`config.mk`:
```
export PLATFORM = sky130hd
export DESIGN_NAME = csitx_regs
export DESIGN_NICKNAME = d
export VERILOG_FILES = /design/src/csitx_pkg.sv /design/src/csitx_regs.sv /design/src/csitx_shift.sv
export SDC_FILE = /design/constraint.sdc
export NUM_CORES = 1
export LEC_CHECK = 0
export ABC_AREA = 1
export BUFFER_PORTS_ARGS = -buffer_cell sky130_fd_sc_hd__buf_2
export CORE_MARGIN = 5
export CORE_UTILIZATION = 50
export DETAILED_ROUTE_END_ITERATION = 16
export GPL_TIMING_DRIVEN = 0
export PLACE_DENSITY = 0.68
export SYNTH_ARGS = -nofsm -noshare
export SYNTH_HDL_FRONTEND = slang
export SYNTH_SLANG_ARGS = --single-unit
```
`constraint.sdc`:
```
create_clock -name pclk -period 3.8 [get_ports pclk]
set_input_delay 0.38 -clock pclk [delete_from_list [all_inputs] [get_ports pclk]]
set_output_delay 0.38 -clock pclk [all_outputs]
set_load 0.005 [all_outputs]
```
`src/csitx_pkg.sv`:
```
// Constants, register map and types of the serial transmit buffer block
package csitx_pkg;
   // ***********************
   // Geometry
   // ***********************
   localparam int CSITX_CH = 2;
   localparam int CSITX_AW = 16;
   localparam int CSITX_DW = 16;
   localparam int CSITX_CW = 4;

   // ***********************
   // Register indices (byte address is four times the index)
   // ***********************
   localparam logic [31:0] CSITX_CTRL_IDX0 = 32'hfffff900;
   localparam logic [31:0] CSITX_TXW_IDX0 = 32'hfffff904;
   localparam logic [31:0] CSITX_TXB_IDX0 = 32'hfffff904;
   localparam logic [31:0] CSITX_RXM_IDX0 = 32'hfffff906;
   localparam logic [31:0] CSITX_INITW_IDX0 = 32'hfffff908;
   localparam logic [31:0] CSITX_INITB_IDX0 = 32'hfffff908;
   localparam logic [31:0] CSITX_CTRL_IDX1 = 32'hfffff910;
   localparam logic [31:0] CSITX_TXW_IDX1 = 32'hfffff914;
   localparam logic [31:0] CSITX_TXB_IDX1 = 32'hfffff914;
   localparam logic [31:0] CSITX_RXM_IDX1 = 32'hfffff916;
   localparam logic [31:0] CSITX_INITW_IDX1 = 32'hfffff918;
   localparam logic [31:0] CSITX_INITB_IDX1 = 32'hfffff918;
   localparam logic [31:0] CSITX_IST_IDX = 32'hfffff920;
   localparam logic [31:0] CSITX_IEN_IDX = 32'hfffff921;
   localparam logic [31:0] CSITX_ICLR_IDX = 32'hfffff922;

   // ***********************
   // Control register fields
   // ***********************
   localparam int CSITX_EN_BIT = 7;
   localparam int CSITX_DIR_BIT = 6;
   localparam int CSITX_LEN_BIT = 5;
   localparam int CSITX_REP_BIT = 4;
   localparam int CSITX_BUSY_BIT = 0;

   // ***********************
   // Reset values and last-bit counts
   // ***********************
   localparam logic [15:0] CSITX_WORD_RST = 16'h0000;
   localparam logic [7:0] CSITX_BYTE_RST = 8'h00;
   localparam logic [3:0] CSITX_LAST16 = 4'hf;
   localparam logic [3:0] CSITX_LAST8 = 4'h7;

   // ***********************
   // Types
   // ***********************
   typedef enum logic [2:0] {
      CSITX_SEL_NONE = 3'b000,
      CSITX_SEL_CTRL = 3'b001,
      CSITX_SEL_TXW = 3'b010,
      CSITX_SEL_RXM = 3'b011,
      CSITX_SEL_INIT = 3'b100,
      CSITX_SEL_IST = 3'b101,
      CSITX_SEL_IEN = 3'b110,
      CSITX_SEL_ICLR = 3'b111
   } csitx_sel_e;

   typedef enum logic {
      CSITX_IDLE = 1'b0,
      CSITX_SHIFT = 1'b1
   } csitx_state_e;

   typedef struct packed {
      logic ch;
      csitx_sel_e sel;
   } csitx_dec_s;

   function automatic logic [CSITX_AW-1:0] csitx_addr(input logic [31:0] idx);
      csitx_addr = {idx[CSITX_AW-3:0], 2'b00};
   endfunction
endpackage

```
`src/csitx_regs.sv`:
```
// Transmit and receive-mirror buffer registers of a two-channel serial port
// Behaviour
// - Each channel has a read-only 8-bit receive mirror, byte readable.
// - Mirror equals low receive byte; reading it starts no reception.
// - Mirror clears on reset and when channel enable is cleared.
// - 16-bit transmit word buffer; write starts transfer when direction is 1.
// - Transmit word buffer is accessed in 16-bit units only.
// - Transmit byte buffer aliases the word buffer's low byte.
// - Writing the byte buffer starts transfer when direction is 1.
// - Initial-transmit word holds first repeat data; write starts nothing.
// - Initial byte aliases initial word low byte; write starts nothing.
// - Transfer-in-progress flag goes to 1 when a transfer starts.
// - On completion raise interrupt, clear in-progress flag, wait; in repeat mode the code starts a reserved word at once.
//
// Added by the designer: register access over APB.
`timescale 1ns/10ps
module csitx_regs (
   // Clock, reset, enable
   input wire logic pclk,
   input wire logic presetn,
   input wire logic clk_en,
   // APB slave
   input wire logic psel,
   input wire logic penable,
   input wire logic pwrite,
   input wire logic [csitx_pkg::CSITX_AW-1:0] paddr,
   input wire logic [31:0] pwdata,
   input wire logic [3:0] pstrb,
   output logic pready,
   output logic [31:0] prdata,
   output logic pslverr,
   // Serial pins, one bit per channel
   input wire logic [1:0] sck_in,
   input wire logic [1:0] si_in,
   output logic [1:0] so_out,
   // Interrupt
   output logic irq
);
   import csitx_pkg::*;

   // ***********************
   // Address decode
   // ***********************
   function automatic csitx_dec_s decode(input logic [CSITX_AW-1:0] a);
      csitx_dec_s d;
      d.ch = 1'b0;
      d.sel = CSITX_SEL_NONE;
      if (a == csitx_addr(CSITX_CTRL_IDX0)) d.sel = CSITX_SEL_CTRL;
      if (a == csitx_addr(CSITX_TXW_IDX0)) d.sel = CSITX_SEL_TXW;
      if (a == csitx_addr(CSITX_RXM_IDX0)) d.sel = CSITX_SEL_RXM;
      if (a == csitx_addr(CSITX_INITW_IDX0)) d.sel = CSITX_SEL_INIT;
      if (a == csitx_addr(CSITX_IST_IDX)) d.sel = CSITX_SEL_IST;
      if (a == csitx_addr(CSITX_IEN_IDX)) d.sel = CSITX_SEL_IEN;
      if (a == csitx_addr(CSITX_ICLR_IDX)) d.sel = CSITX_SEL_ICLR;
      if (a == csitx_addr(CSITX_CTRL_IDX1)) begin
         d.sel = CSITX_SEL_CTRL;
         d.ch = 1'b1;
      end
      if (a == csitx_addr(CSITX_TXW_IDX1)) begin
         d.sel = CSITX_SEL_TXW;
         d.ch = 1'b1;
      end
      if (a == csitx_addr(CSITX_RXM_IDX1)) begin
         d.sel = CSITX_SEL_RXM;
         d.ch = 1'b1;
      end
      if (a == csitx_addr(CSITX_INITW_IDX1)) begin
         d.sel = CSITX_SEL_INIT;
         d.ch = 1'b1;
      end
      return d;
   endfunction

   // Merges a word or low-byte write into a 16-bit buffer
   function automatic logic [15:0] merge(input logic [15:0] old,
                                         input logic [31:0] wd,
                                         input logic [3:0] st);
      if (st[1:0] == 2'b11) begin
         merge = wd[15:0];
      end else begin
         merge = {old[15:8], wd[7:0]};
      end
   endfunction

   // ***********************
   // State
   // ***********************
   logic [15:0] tx_word [CSITX_CH];
   logic [15:0] next_tx_word [CSITX_CH];
   logic [15:0] init_word [CSITX_CH];
   logic [15:0] next_init_word [CSITX_CH];
   logic [15:0] rx_low_buffer [CSITX_CH];
   logic [15:0] start_data [CSITX_CH];
   logic [1:0] enable, next_enable;
   logic [1:0] direction, next_direction;
   logic [1:0] len16, next_len16;
   logic [1:0] repeat_mode, next_repeat_mode;
   logic [1:0] pending, next_pending;
   logic [1:0] ist, next_ist;
   logic [1:0] ien, next_ien;
   logic [1:0] busy, done, start;
   logic [31:0] next_prdata;
   logic next_pslverr;
   csitx_dec_s dec;
   logic setup, wacc, err;
   logic [1:0] clr_bits;

   assign dec = decode(paddr);
   assign setup = psel & ~penable;
   assign wacc = psel & penable & pwrite & ~pslverr;
   assign pready = 1'b1;
   assign irq = |(ist & ien);

   // ***********************
   // Bus answer, captured in the setup cycle
   // ***********************
   always_comb begin
      err = 1'b0;
      if (dec.sel == CSITX_SEL_NONE) err = 1'b1;
      if (pwrite) begin
         if (dec.sel == CSITX_SEL_RXM || dec.sel == CSITX_SEL_IST) begin
            err = 1'b1;
         end
         if ((dec.sel == CSITX_SEL_TXW || dec.sel == CSITX_SEL_INIT) &&
             pstrb[1:0] != 2'b11 && pstrb[1:0] != 2'b01) begin
            err = 1'b1;
         end
      end
      next_prdata = 32'h0000_0000;
      unique case (dec.sel)
         CSITX_SEL_CTRL: begin
            next_prdata[CSITX_EN_BIT] = enable[dec.ch];
            next_prdata[CSITX_DIR_BIT] = direction[dec.ch];
            next_prdata[CSITX_LEN_BIT] = len16[dec.ch];
            next_prdata[CSITX_REP_BIT] = repeat_mode[dec.ch];
            next_prdata[CSITX_BUSY_BIT] = busy[dec.ch];
         end
         CSITX_SEL_TXW: next_prdata[15:0] = tx_word[dec.ch];
         CSITX_SEL_RXM: begin
            next_prdata[7:0] = rx_low_buffer[dec.ch][7:0];
         end
         CSITX_SEL_INIT: next_prdata[15:0] = init_word[dec.ch];
         CSITX_SEL_IST: next_prdata[1:0] = ist;
         CSITX_SEL_IEN: next_prdata[1:0] = ien;
         CSITX_SEL_NONE, CSITX_SEL_ICLR: next_prdata = 32'h0000_0000;
      endcase
      next_pslverr = pslverr;
      if (setup) begin
         next_pslverr = err;
      end
      if (!setup || pwrite) begin
         next_prdata = prdata;
      end
   end

   // ***********************
   // Register writes and transfer starts
   // ***********************
   always_comb begin
      next_enable = enable;
      next_direction = direction;
      next_len16 = len16;
      next_repeat_mode = repeat_mode;
      next_pending = pending;
      next_ien = ien;
      clr_bits = 2'b00;
      start = 2'b00;
      for (int c = 0; c < CSITX_CH; c++) begin
         next_tx_word[c] = tx_word[c];
         next_init_word[c] = init_word[c];
         start_data[c] = tx_word[c];
         // Reserved second word follows the finished one
         if (done[c] && pending[c]) begin
            start[c] = 1'b1;
            next_pending[c] = 1'b0;
         end
         if (wacc && dec.ch == 1'(c)) begin
            if (dec.sel == CSITX_SEL_CTRL && pstrb[0]) begin
               next_enable[c] = pwdata[CSITX_EN_BIT];
               next_direction[c] = pwdata[CSITX_DIR_BIT];
               next_len16[c] = pwdata[CSITX_LEN_BIT];
               next_repeat_mode[c] = pwdata[CSITX_REP_BIT];
            end
            if (dec.sel == CSITX_SEL_INIT) begin
               // Loading the first word never starts a transfer
               next_init_word[c] = merge(init_word[c], pwdata, pstrb);
            end
            if (dec.sel == CSITX_SEL_TXW) begin
               next_tx_word[c] = merge(tx_word[c], pwdata, pstrb);
               if (enable[c] && direction[c]) begin
                  if (busy[c] || start[c]) begin
                     if (repeat_mode[c]) next_pending[c] = 1'b1;
                  end else begin
                     start[c] = 1'b1;
                     if (repeat_mode[c]) begin
                        start_data[c] = init_word[c];
                        next_pending[c] = 1'b1;
                     end else begin
                        start_data[c] = next_tx_word[c];
                     end
                  end
               end
            end
         end
         if (!enable[c]) begin
            next_pending[c] = 1'b0;
         end
      end
      if (wacc && dec.sel == CSITX_SEL_IEN) next_ien = pwdata[1:0];
      if (wacc && dec.sel == CSITX_SEL_ICLR) clr_bits = pwdata[1:0];
      // A completion in the clearing cycle is kept
      next_ist = (ist & ~clr_bits) | done;
   end

   always_ff @(posedge pclk or negedge presetn) begin
      if (!presetn) begin
         for (int c = 0; c < CSITX_CH; c++) begin
            tx_word[c] <= CSITX_WORD_RST;
            init_word[c] <= CSITX_WORD_RST;
         end
         enable <= 2'b00;
         direction <= 2'b00;
         len16 <= 2'b00;
         repeat_mode <= 2'b00;
         pending <= 2'b00;
         ist <= 2'b00;
         ien <= 2'b00;
         prdata <= 32'h0000_0000;
         pslverr <= 1'b0;
      end else if (clk_en) begin
         for (int c = 0; c < CSITX_CH; c++) begin
            tx_word[c] <= next_tx_word[c];
            init_word[c] <= next_init_word[c];
         end
         enable <= next_enable;
         direction <= next_direction;
         len16 <= next_len16;
         repeat_mode <= next_repeat_mode;
         pending <= next_pending;
         ist <= next_ist;
         ien <= next_ien;
         prdata <= next_prdata;
         pslverr <= next_pslverr;
      end
   end

   // ***********************
   // Shift engines
   // ***********************
   for (genvar g = 0; g < CSITX_CH; g++) begin : g_ch
      // Receive data clears with reset or channel disable
      csitx_shift u_shift (
         .clk(pclk),
         .rst_n(presetn),
         .clk_en(clk_en),
         .enable(enable[g]),
         .len16(len16[g]),
         .start(start[g]),
         .tx_data(start_data[g]),
         .sck_in(sck_in[g]),
         .si_in(si_in[g]),
         .so_out(so_out[g]),
         .busy(busy[g]),
         .done(done[g]),
         .rx_data(rx_low_buffer[g])
      );
   end
endmodule

```
`src/csitx_shift.sv`:
```
// Per-channel serial shift engine that samples an external serial clock on the system clock
`timescale 1ns/10ps
module csitx_shift (
   // Clock, reset, enable
   input wire logic clk,
   input wire logic rst_n,
   input wire logic clk_en,
   // Control
   input wire logic enable,
   input wire logic len16,
   input wire logic start,
   input wire logic [csitx_pkg::CSITX_DW-1:0] tx_data,
   // Serial pins
   input wire logic sck_in,
   input wire logic si_in,
   output logic so_out,
   // Status
   output logic busy,
   output logic done,
   output logic [csitx_pkg::CSITX_DW-1:0] rx_data
);
   import csitx_pkg::*;

   csitx_state_e state, next_state;
   logic sck_m, sck_s, sck_d, si_m, si_s;
   logic [CSITX_DW-1:0] shreg, next_shreg, rxsh, next_rxsh;
   logic [CSITX_DW-1:0] next_rx_data;
   logic [CSITX_CW-1:0] cnt, next_cnt;
   logic next_done, rise, fall;
   logic [CSITX_CW-1:0] last;

   assign rise = sck_s & ~sck_d;
   assign fall = ~sck_s & sck_d;
   assign last = len16 ? CSITX_LAST16 : CSITX_LAST8;
   assign busy = (state == CSITX_SHIFT);
   assign so_out = shreg[CSITX_DW-1];

   always_comb begin
      next_state = state;
      next_shreg = shreg;
      next_rxsh = rxsh;
      next_rx_data = rx_data;
      next_cnt = cnt;
      next_done = 1'b0;
      if (!enable) begin
         // Disabling the channel clears the receive data
         next_state = CSITX_IDLE;
         next_shreg = CSITX_WORD_RST;
         next_rxsh = CSITX_WORD_RST;
         next_rx_data = CSITX_WORD_RST;
         next_cnt = '0;
      end else begin
         unique case (state)
            CSITX_IDLE: begin
               if (start) begin
                  next_state = CSITX_SHIFT;
                  next_shreg = len16 ? tx_data : {tx_data[7:0], 8'h00};
                  next_rxsh = CSITX_WORD_RST;
                  next_cnt = '0;
               end
            end
            CSITX_SHIFT: begin
               if (fall && cnt != '0) begin
                  next_shreg = {shreg[CSITX_DW-2:0], 1'b0};
               end
               if (rise) begin
                  next_rxsh = {rxsh[CSITX_DW-2:0], si_s};
                  next_cnt = CSITX_CW'(cnt + 4'h1);
                  if (cnt == last) begin
                     next_state = CSITX_IDLE;
                     next_rx_data = {rxsh[CSITX_DW-2:0], si_s};
                     next_done = 1'b1;
                  end
               end
            end
         endcase
      end
   end

   always_ff @(posedge clk or negedge rst_n) begin
      if (!rst_n) begin
         state <= CSITX_IDLE;
         shreg <= CSITX_WORD_RST;
         rxsh <= CSITX_WORD_RST;
         rx_data <= CSITX_WORD_RST;
         cnt <= '0;
         done <= 1'b0;
         sck_m <= 1'b0;
         sck_s <= 1'b0;
         sck_d <= 1'b0;
         si_m <= 1'b0;
         si_s <= 1'b0;
      end else if (clk_en) begin
         state <= next_state;
         shreg <= next_shreg;
         rxsh <= next_rxsh;
         rx_data <= next_rx_data;
         cnt <= next_cnt;
         done <= next_done;
         sck_m <= sck_in;
         sck_s <= sck_m;
         sck_d <= sck_s;
         si_m <= si_in;
         si_s <= si_m;
      end
   end
endmodule
```
==> results of run 1 <==
routing by layer:
metal / vias up / global-route usage
li1: 4997 / -
met1: 4767 / 0.386
met2: 367 / 0.417
met3: 64 / 0.0473
met4: 0 / 0.0988
met5: - / 0
registers in the layout, summed over array words and instances (netlist names), 8 cells and up:
register              count
prdata                   16
g_ch.u_shift.cnt          8
tx_word                  32
init_word                32
g_ch.u_shift.rxsh        14
g_ch.u_shift.shreg       32
g_ch.u_shift.rx_data     16
Yosys cell counts (12+ instances only):
library cell / n
mux2i_1: 14
o21ai_0: 163
nand3_2: 12
dfrtp_1: 179
o21ai_1: 57
o211ai_1: 23
nand2_1: 475
nand4_1: 26
inv_1: 121
inv_2: 12
nor2_1: 106
buf_2: 18
buf_4: 21
a21oi_1: 25
nand3_1: 113
clkbuf_1: 43
power by group:
part	switching (mW)	total [mW]	leakage [nW]	internal (mW)
Sequential	0.0186	1.95	2.45	1.94
Clock	0.812	1.72	0.273	0.911
Combinational	0.167	0.247	3.26	0.0796
metrics by stage:
stage | instance area, sq um | total power [mW]
final | 11800 | 3.92
after detailed placement | 11300 | 2.24
after global routing | 11800 | 4.05
after global placement | 11200 | 2.23
after floorplan | 10600 | 2.11
after CTS | 11800 | 3.94
cells in the final DEF, fill, tap and decap left out, types with 3 or more instances in the layout:
| cell type | instances |
|---|---|
| nand4_1 | 26 |
| buf_4 | 21 |
| o21ai_0 | 163 |
| nor2_4 | 6 |
| nand3_1 | 113 |
| o211ai_1 | 23 |
| nand3_2 | 12 |
| o22ai_1 | 8 |
| o21a_1 | 3 |
| clkinv_1 | 3 |
| inv_1 | 121 |
| ha_1 | 4 |
| inv_2 | 12 |
| dfrtp_1 | 179 |
| buf_2 | 80 |
| clkbuf_16 | 17 |
| nor2_2 | 4 |
| nor3_1 | 7 |
| clkbuf_1 | 44 |
| clkinv_4 | 4 |
| nand2_1 | 475 |
| buf_6 | 3 |
| conb_1 | 17 |
| nand2_2 | 5 |
| mux2i_1 | 14 |
| or2_2 | 5 |
| o21ai_1 | 57 |
| nor2_1 | 106 |
| a21oi_1 | 25 |
| o21bai_1 | 3 |
| clkinv_2 | 4 |
worst max-delay path by stage:
stage	slack, ns	cells after the start	endpoint	startpoint
after detailed placement	0.76	16	prdata[3]	paddr[14]
final	0.65	12	g_ch[0].u_shift.shreg[13]	g_ch[0].u_shift.busy
after CTS	0.80	12	g_ch[0].u_shift.shreg[14]	g_ch[0].u_shift.busy
after global placement	-0.65	1	g_ch[1].u_shift.shreg[15]	presetn
after global routing	0.53	12	g_ch[0].u_shift.shreg[14]	g_ch[0].u_shift.busy
after floorplan	1.67	14	prdata[4]	paddr[8]
cell families after synthesis:
group           Yosys count  share of synthesized area
compound gates          290                      0.148
xor+xnor                  1                   0.000833
fa+ha+maj                 4                    0.00476
buf+inv                 223                     0.0913
flops                   179                      0.426
mux                      14                     0.0133
other cells               2                   0.000714
simple gates            767                      0.315
layout make-up:
class | count | area [sq um] | area share
Multi-Input combinational cell | 1093 | 5140 | 0.434
Sequential cell | 179 | 4480 | 0.378
Inverter | 136 | 510 | 0.0431
Buffer | 87 | 450 | 0.0381
Clock buffer | 18 | 429 | 0.0363
Timing Repair Buffer | 64 | 353 | 0.0298
Tap cell | 275 | 344 | 0.0291
Clock inverter | 14 | 134 | 0.0113
==> metrics, run 1 <==
reg-to-reg endpoint=g_ch[0].u_shift.shreg[13]; antenna violations before repair=0; Post-Syn Instances=1,480; chip height=155 um; worst path buffer plus inverter count=3; status=finished, final reports clean; Hold Fails Final Rpt=0; routed length on met2=14,400 um; Max clock buf depth=2; Final GP Congestion=0.982; number of fillers in the final layout=2,027; Clock Sinks=179; peak supply drop=285 uV; Critical Path Fanout Max=10; area leader, netlist=dfrtp_1; Clock Latency Late Sink=0.44 ns; total negative slack=0 ns; metal3 WL=2110 um; FMAX=between 300 and 400 MHz; Slew Limit Headroom=0.267; Synth Flop Type=dfrtp_1; H-tree level count=4; DR vias=10,195; post-synthesis sequential area ratio=0.426; Post-synth ARST share=1.00; crit end category=flip-flop; Worst R2R Path Depth=12; final setup fails=0; register bit total from synthesis=179; crit-path cells=clkbuf_1 > inv_1 > nand3_1 > a21oi_1 > clkbuf_1 > o21ai_0 > nand2_1 > nand3_1 > nand2_1 > nand2_1 > nand2_1 > nand2_1; Crit-path slowest cell=a21oi_1; setup slack at placement=0.761 ns; P per Cell Area=332 nW/um^2; number of enable flip-flop cells after synthesis=0; Cell Area, Synth=10,500 sq um; final worst slack=between 0.6 and 0.7 ns; Final Net Count=1,644; DR top layer=met4; reg-to-reg setup timing slack=0.65 ns; CP peak stage delay=0.85 ns; Pre-Repair DR Iteration Count=6; core area=20,900 sq um; crit-path most repeated cell=nand2_1; Initial Util=0.504; Max Cap Viol=0; Hold WC Path Type=in -> async; hpwl dp=between 20,000 and 25,000 um; vias in the first global route=about 9,700; Max Slew Vio Count=0; Yosys cell types=42; clock root buffer=clkbuf_16; std cell rows=53; fin crit share=0.829; Hold WS=0.0441 ns; Worst setup SP type=flip-flop; RSZ-0062 raised after global routing=no; Setup Skew=approximately 0.010 ns; cell total after placement=1,834; ANT cells=0; Synth area leaders=dfrtp_1 43%, nand2_1 17%, o21ai_0 7.8%; Data required, critical path=between 4 and 5 ns; Yosys top cell area share=0.426; post-CTS setup buffers=0; DR WL/cell=17.2 um; Worst-path clk slew=0.07 ns; CP arrival=3.48 ns; R2R Path Start=g_ch[0].u_shift.busy; syn_area_per_cell=7.11 sq um; Post-Route M1 WL=between 10,000 and 15,000 um; Least-Margin Pin Slew=1.10 ns; Final Util=0.567; Die ar.=24,000 sq um; IO buf count=63; post-route antenna net violation count=0; Die W=155 um; DRT iter0 DRCs=999; CTS tree=yes; Synth Warn #=0; layout cells sized above 1=0.118; post-cts sizing count=0; drc violations=0; Tmin final=3.15 ns; non-filler cells, final=approximately 1,900; first-pass GRT wire length=52,100 um; gr ovfl total=0; TritonCTS buffer count=17; Via-to-Cell Ratio=~5.5; cts hold-fix bufs=0; Ports=99; GRT Overall Usage=0.271; Crit Path Class=reg -> reg; final wirelength=32,100 um; area grow syn2layout=12.5%; Largest delay share family, worst path=compound AO/OA/AOI/OAI gates; pin count of the biggest net entering global routing=119; Leak=5.98 nW
Note: power is estimated with default switching activity, not from simulation.
==> run 2, diff against run 1 <==
--- a/config.mk
+++ b/config.mk
@@ -11,7 +11,7 @@
 export CORE_UTILIZATION = 50
 export DETAILED_ROUTE_END_ITERATION = 16
 export GPL_TIMING_DRIVEN = 0
-export PLACE_DENSITY = 0.68
+export PLACE_DENSITY = 0.71
 export SYNTH_ARGS = -nofsm -noshare
 export SYNTH_HDL_FRONTEND = slang
 export SYNTH_SLANG_ARGS = --single-unit
==> constraint.sdc (replaced) <==
create_clock -name pclk -period 2.64 [get_ports pclk]
set_input_delay 0.264 -clock pclk [delete_from_list [all_inputs] [get_ports pclk]]
set_output_delay 0.264 -clock pclk [all_outputs]
set_load 0.005 [all_outputs]
==> run 2 against run 1 <==
Compared with the run above:
- worst hold slack got worse by 0.020 ns
- setup slack got worse by 0.54 ns
- register-to-register slack got worse by 0.48 ns
- non-clock buffer count unchanged
- first-iteration DRC count increased by 8.9%
- critical path type is now in -> reg
- wire length decreased by 0.75%
- final area increased by 0.58%
- combinational power increased by 44%
- die area unchanged
==> metrics, run 2 (synthesized netlist as in run 1, its figures left out) <==
IO buf count=63; commonest non-fill, non-tap cell in the layout=nand2_1; RSZ-0062 raised after global routing=no; Die ar.=about 24,000 sq um; Critical Path Fanout Max=10; total chip power=~5.8 mW; Tmin final=roughly 2.5 ns; Reg area=4480 sq um; clock root buffer=clkbuf_16; Data required, critical path=2.97 ns; number of fillers in the final layout=2,042; Via-to-Cell Ratio=roughly 5.5; reg-to-reg endpoint=tx_word[18]; DRT iter0 DRCs=between 1,000 and 1,500; Hold Fails Final Rpt=0; final setup fails=0; TritonCTS buffer count=17; top flop regs=g_ch.u_shift.shreg (32), init_word (32), tx_word (32); Max clock buf depth=2; crit end category=flip-flop; total negative slack=0 ns; Clock Latency Late Sink=0.44 ns; core area=20,900 sq um; pin count of the biggest net entering global routing=~100; Ports=99; Clock Sinks=179; Max Slew Vio Count=0; non-filler cells, final=1,866; crit-path cells=buf_2 > nand2_1 > inv_1 > nand2_1 > nor2_4 > buf_6 > buf_6 > nand3_1 > nand4_1 > inv_1 > buf_1 > nor2_1 > o21bai_1 > o211ai_1 > nand2_1 > nand2_1; Pre-Repair DR Iteration Count=6; drc violations=0; CP arrival=2.87 ns; Leak=6.02 nW; Hold EP=g_ch[0].u_shift.sck_m; DR vias=10,323; Multi-input gate area=just over 5000 sq um; CP peak stage delay=between 0.5 and 0.6 ns; Die W=155 um; layout cells sized above 1=0.123; cell total after placement=1,834; Final GP Congestion=0.960; Slew Limit Headroom=0.456; worst path buffer plus inverter count=6; gr ovfl total=0; status=finished, final reports clean; Initial Util=0.504; vias in the first global route=9,718; reg-to-reg setup timing slack=0.17 ns; Crit-path slowest cell=buf_1; crit-path most repeated cell=nand2_1; first-pass GRT wire length=51,400 um; GRT Overall Usage=0.268; P per Cell Area=roughly 480 nW/um^2; Worst R2R Path Depth=9; ANT cells=0; antenna violations before repair=0; chip height=155 um; post-route antenna net violation count=0; Max Cap Viol=0; H-tree level count=4; std cell rows=53; Final Net Count=1,644; Crit Path Class=in -> reg; R2R Path Start=pslverr; hpwl dp=between 20,000 and 25,000 um; peak supply drop=386 uV; Worst-path clk slew=roughly 0.080 ns; final wirelength=31,900 um; fin crit share=0.961; Hold WC Path Type=in -> reg; Worst setup SP type=input pin; commonest non-fill, non-tap cells in the layout=475 x nand2_1, 179 x dfrtp_1, 163 x o21ai_0; Least-Margin Pin Slew=0.816 ns; worst hold start=sck_in[0]; CTS tree=yes; Setup Skew=0.0125 ns; Hold Crit Depth=3; DR WL/cell=17.1 um; FMAX=394 MHz; area grow syn2layout=13.2%; Largest delay share family, worst path=buffers and inverters
-- run 2: changes by cell type in the layout (fill, tap and decap cells not counted), sizes merged --
cell,before,now
buf,108,109
clkbuf,61,58
clkinv,12,6
clkinvlp,2,3
dlygate4sd3,0,1
inv,135,141
-- run 2: worst max path at each step --
stage	from	end	slack [ns]	depth (start not counted)
floorplan	paddr[8]	prdata[4]	0.63	14
global placement	presetn	g_ch[1].u_shift.shreg[9]	-1.67	1
detailed placement	paddr[14]	prdata[3]	-0.28	16
CTS	g_ch[0].u_shift.busy	g_ch[0].u_shift.shreg[14]	0.01	12
global route	len16[1]	g_ch[1].u_shift.rx_data[4]	0.02	9
finish	paddr[14]	prdata[3]	0.10	16
-- run 2: layout make-up --
class | instances | share of cell area
clock inverters | 15 | 0.0140
repair buffers | 66 | 0.0311
clock buffers | 17 | 0.0357
flip-flops and latches | 179 | 0.376
inverters | 136 | 0.0432
well taps | 275 | 0.0289
multi-input cells | 1093 | 0.433
plain buffers | 85 | 0.0377
-- run 2: stage by stage --
| stage | worst slack (ns) | util | hold slack [ns] | instance area [sq um] |
|---|---|---|---|---|
| after floorplan | 0.629 | - | -0.0316 | 10600 |
| after global placement | -1.67 | 0.538 | 0.457 | 11200 |
| after detailed placement | -0.280 | 0.540 | 0.364 | 11300 |
| after CTS | 0.0141 | 0.569 | 0.0154 | 11900 |
| after global routing | 0.0162 | 0.570 | 0.0357 | 11900 |
| final | 0.104 | 0.570 | 0.0239 | 11900 |
-- run 2: routing by layer --
metal	global-route usage	part of all wire	wire, um
met5	0	0	0
met2	0.419	0.46	14600
met3	0.0476	0.074	2370
met1	0.378	0.44	13900
met4	0.0908	0.030	950
-- run 2: power by group --
group | total, mW | internal, mW | switching [mW]
combinational | 0.355 | 0.116 | 0.239
sequential | 2.81 | 2.79 | 0.0281
clock | 2.60 | 1.35 | 1.24
-- run 2: tightest hold or removal path: stages --
cell	delay (ns)
buf_2	0.07
nand2_1	0.04
nand2_1	0.05
-- run 2: what timing repair did --
item | CTS | global route
gates resized for setup | 1 | 13
setup endpoints to repair | 9 | 46
hold buffers | 1 | 0
pin swaps | 0 | 1
buffers inserted | 0 | 1
hold endpoints to repair | 102 | 0
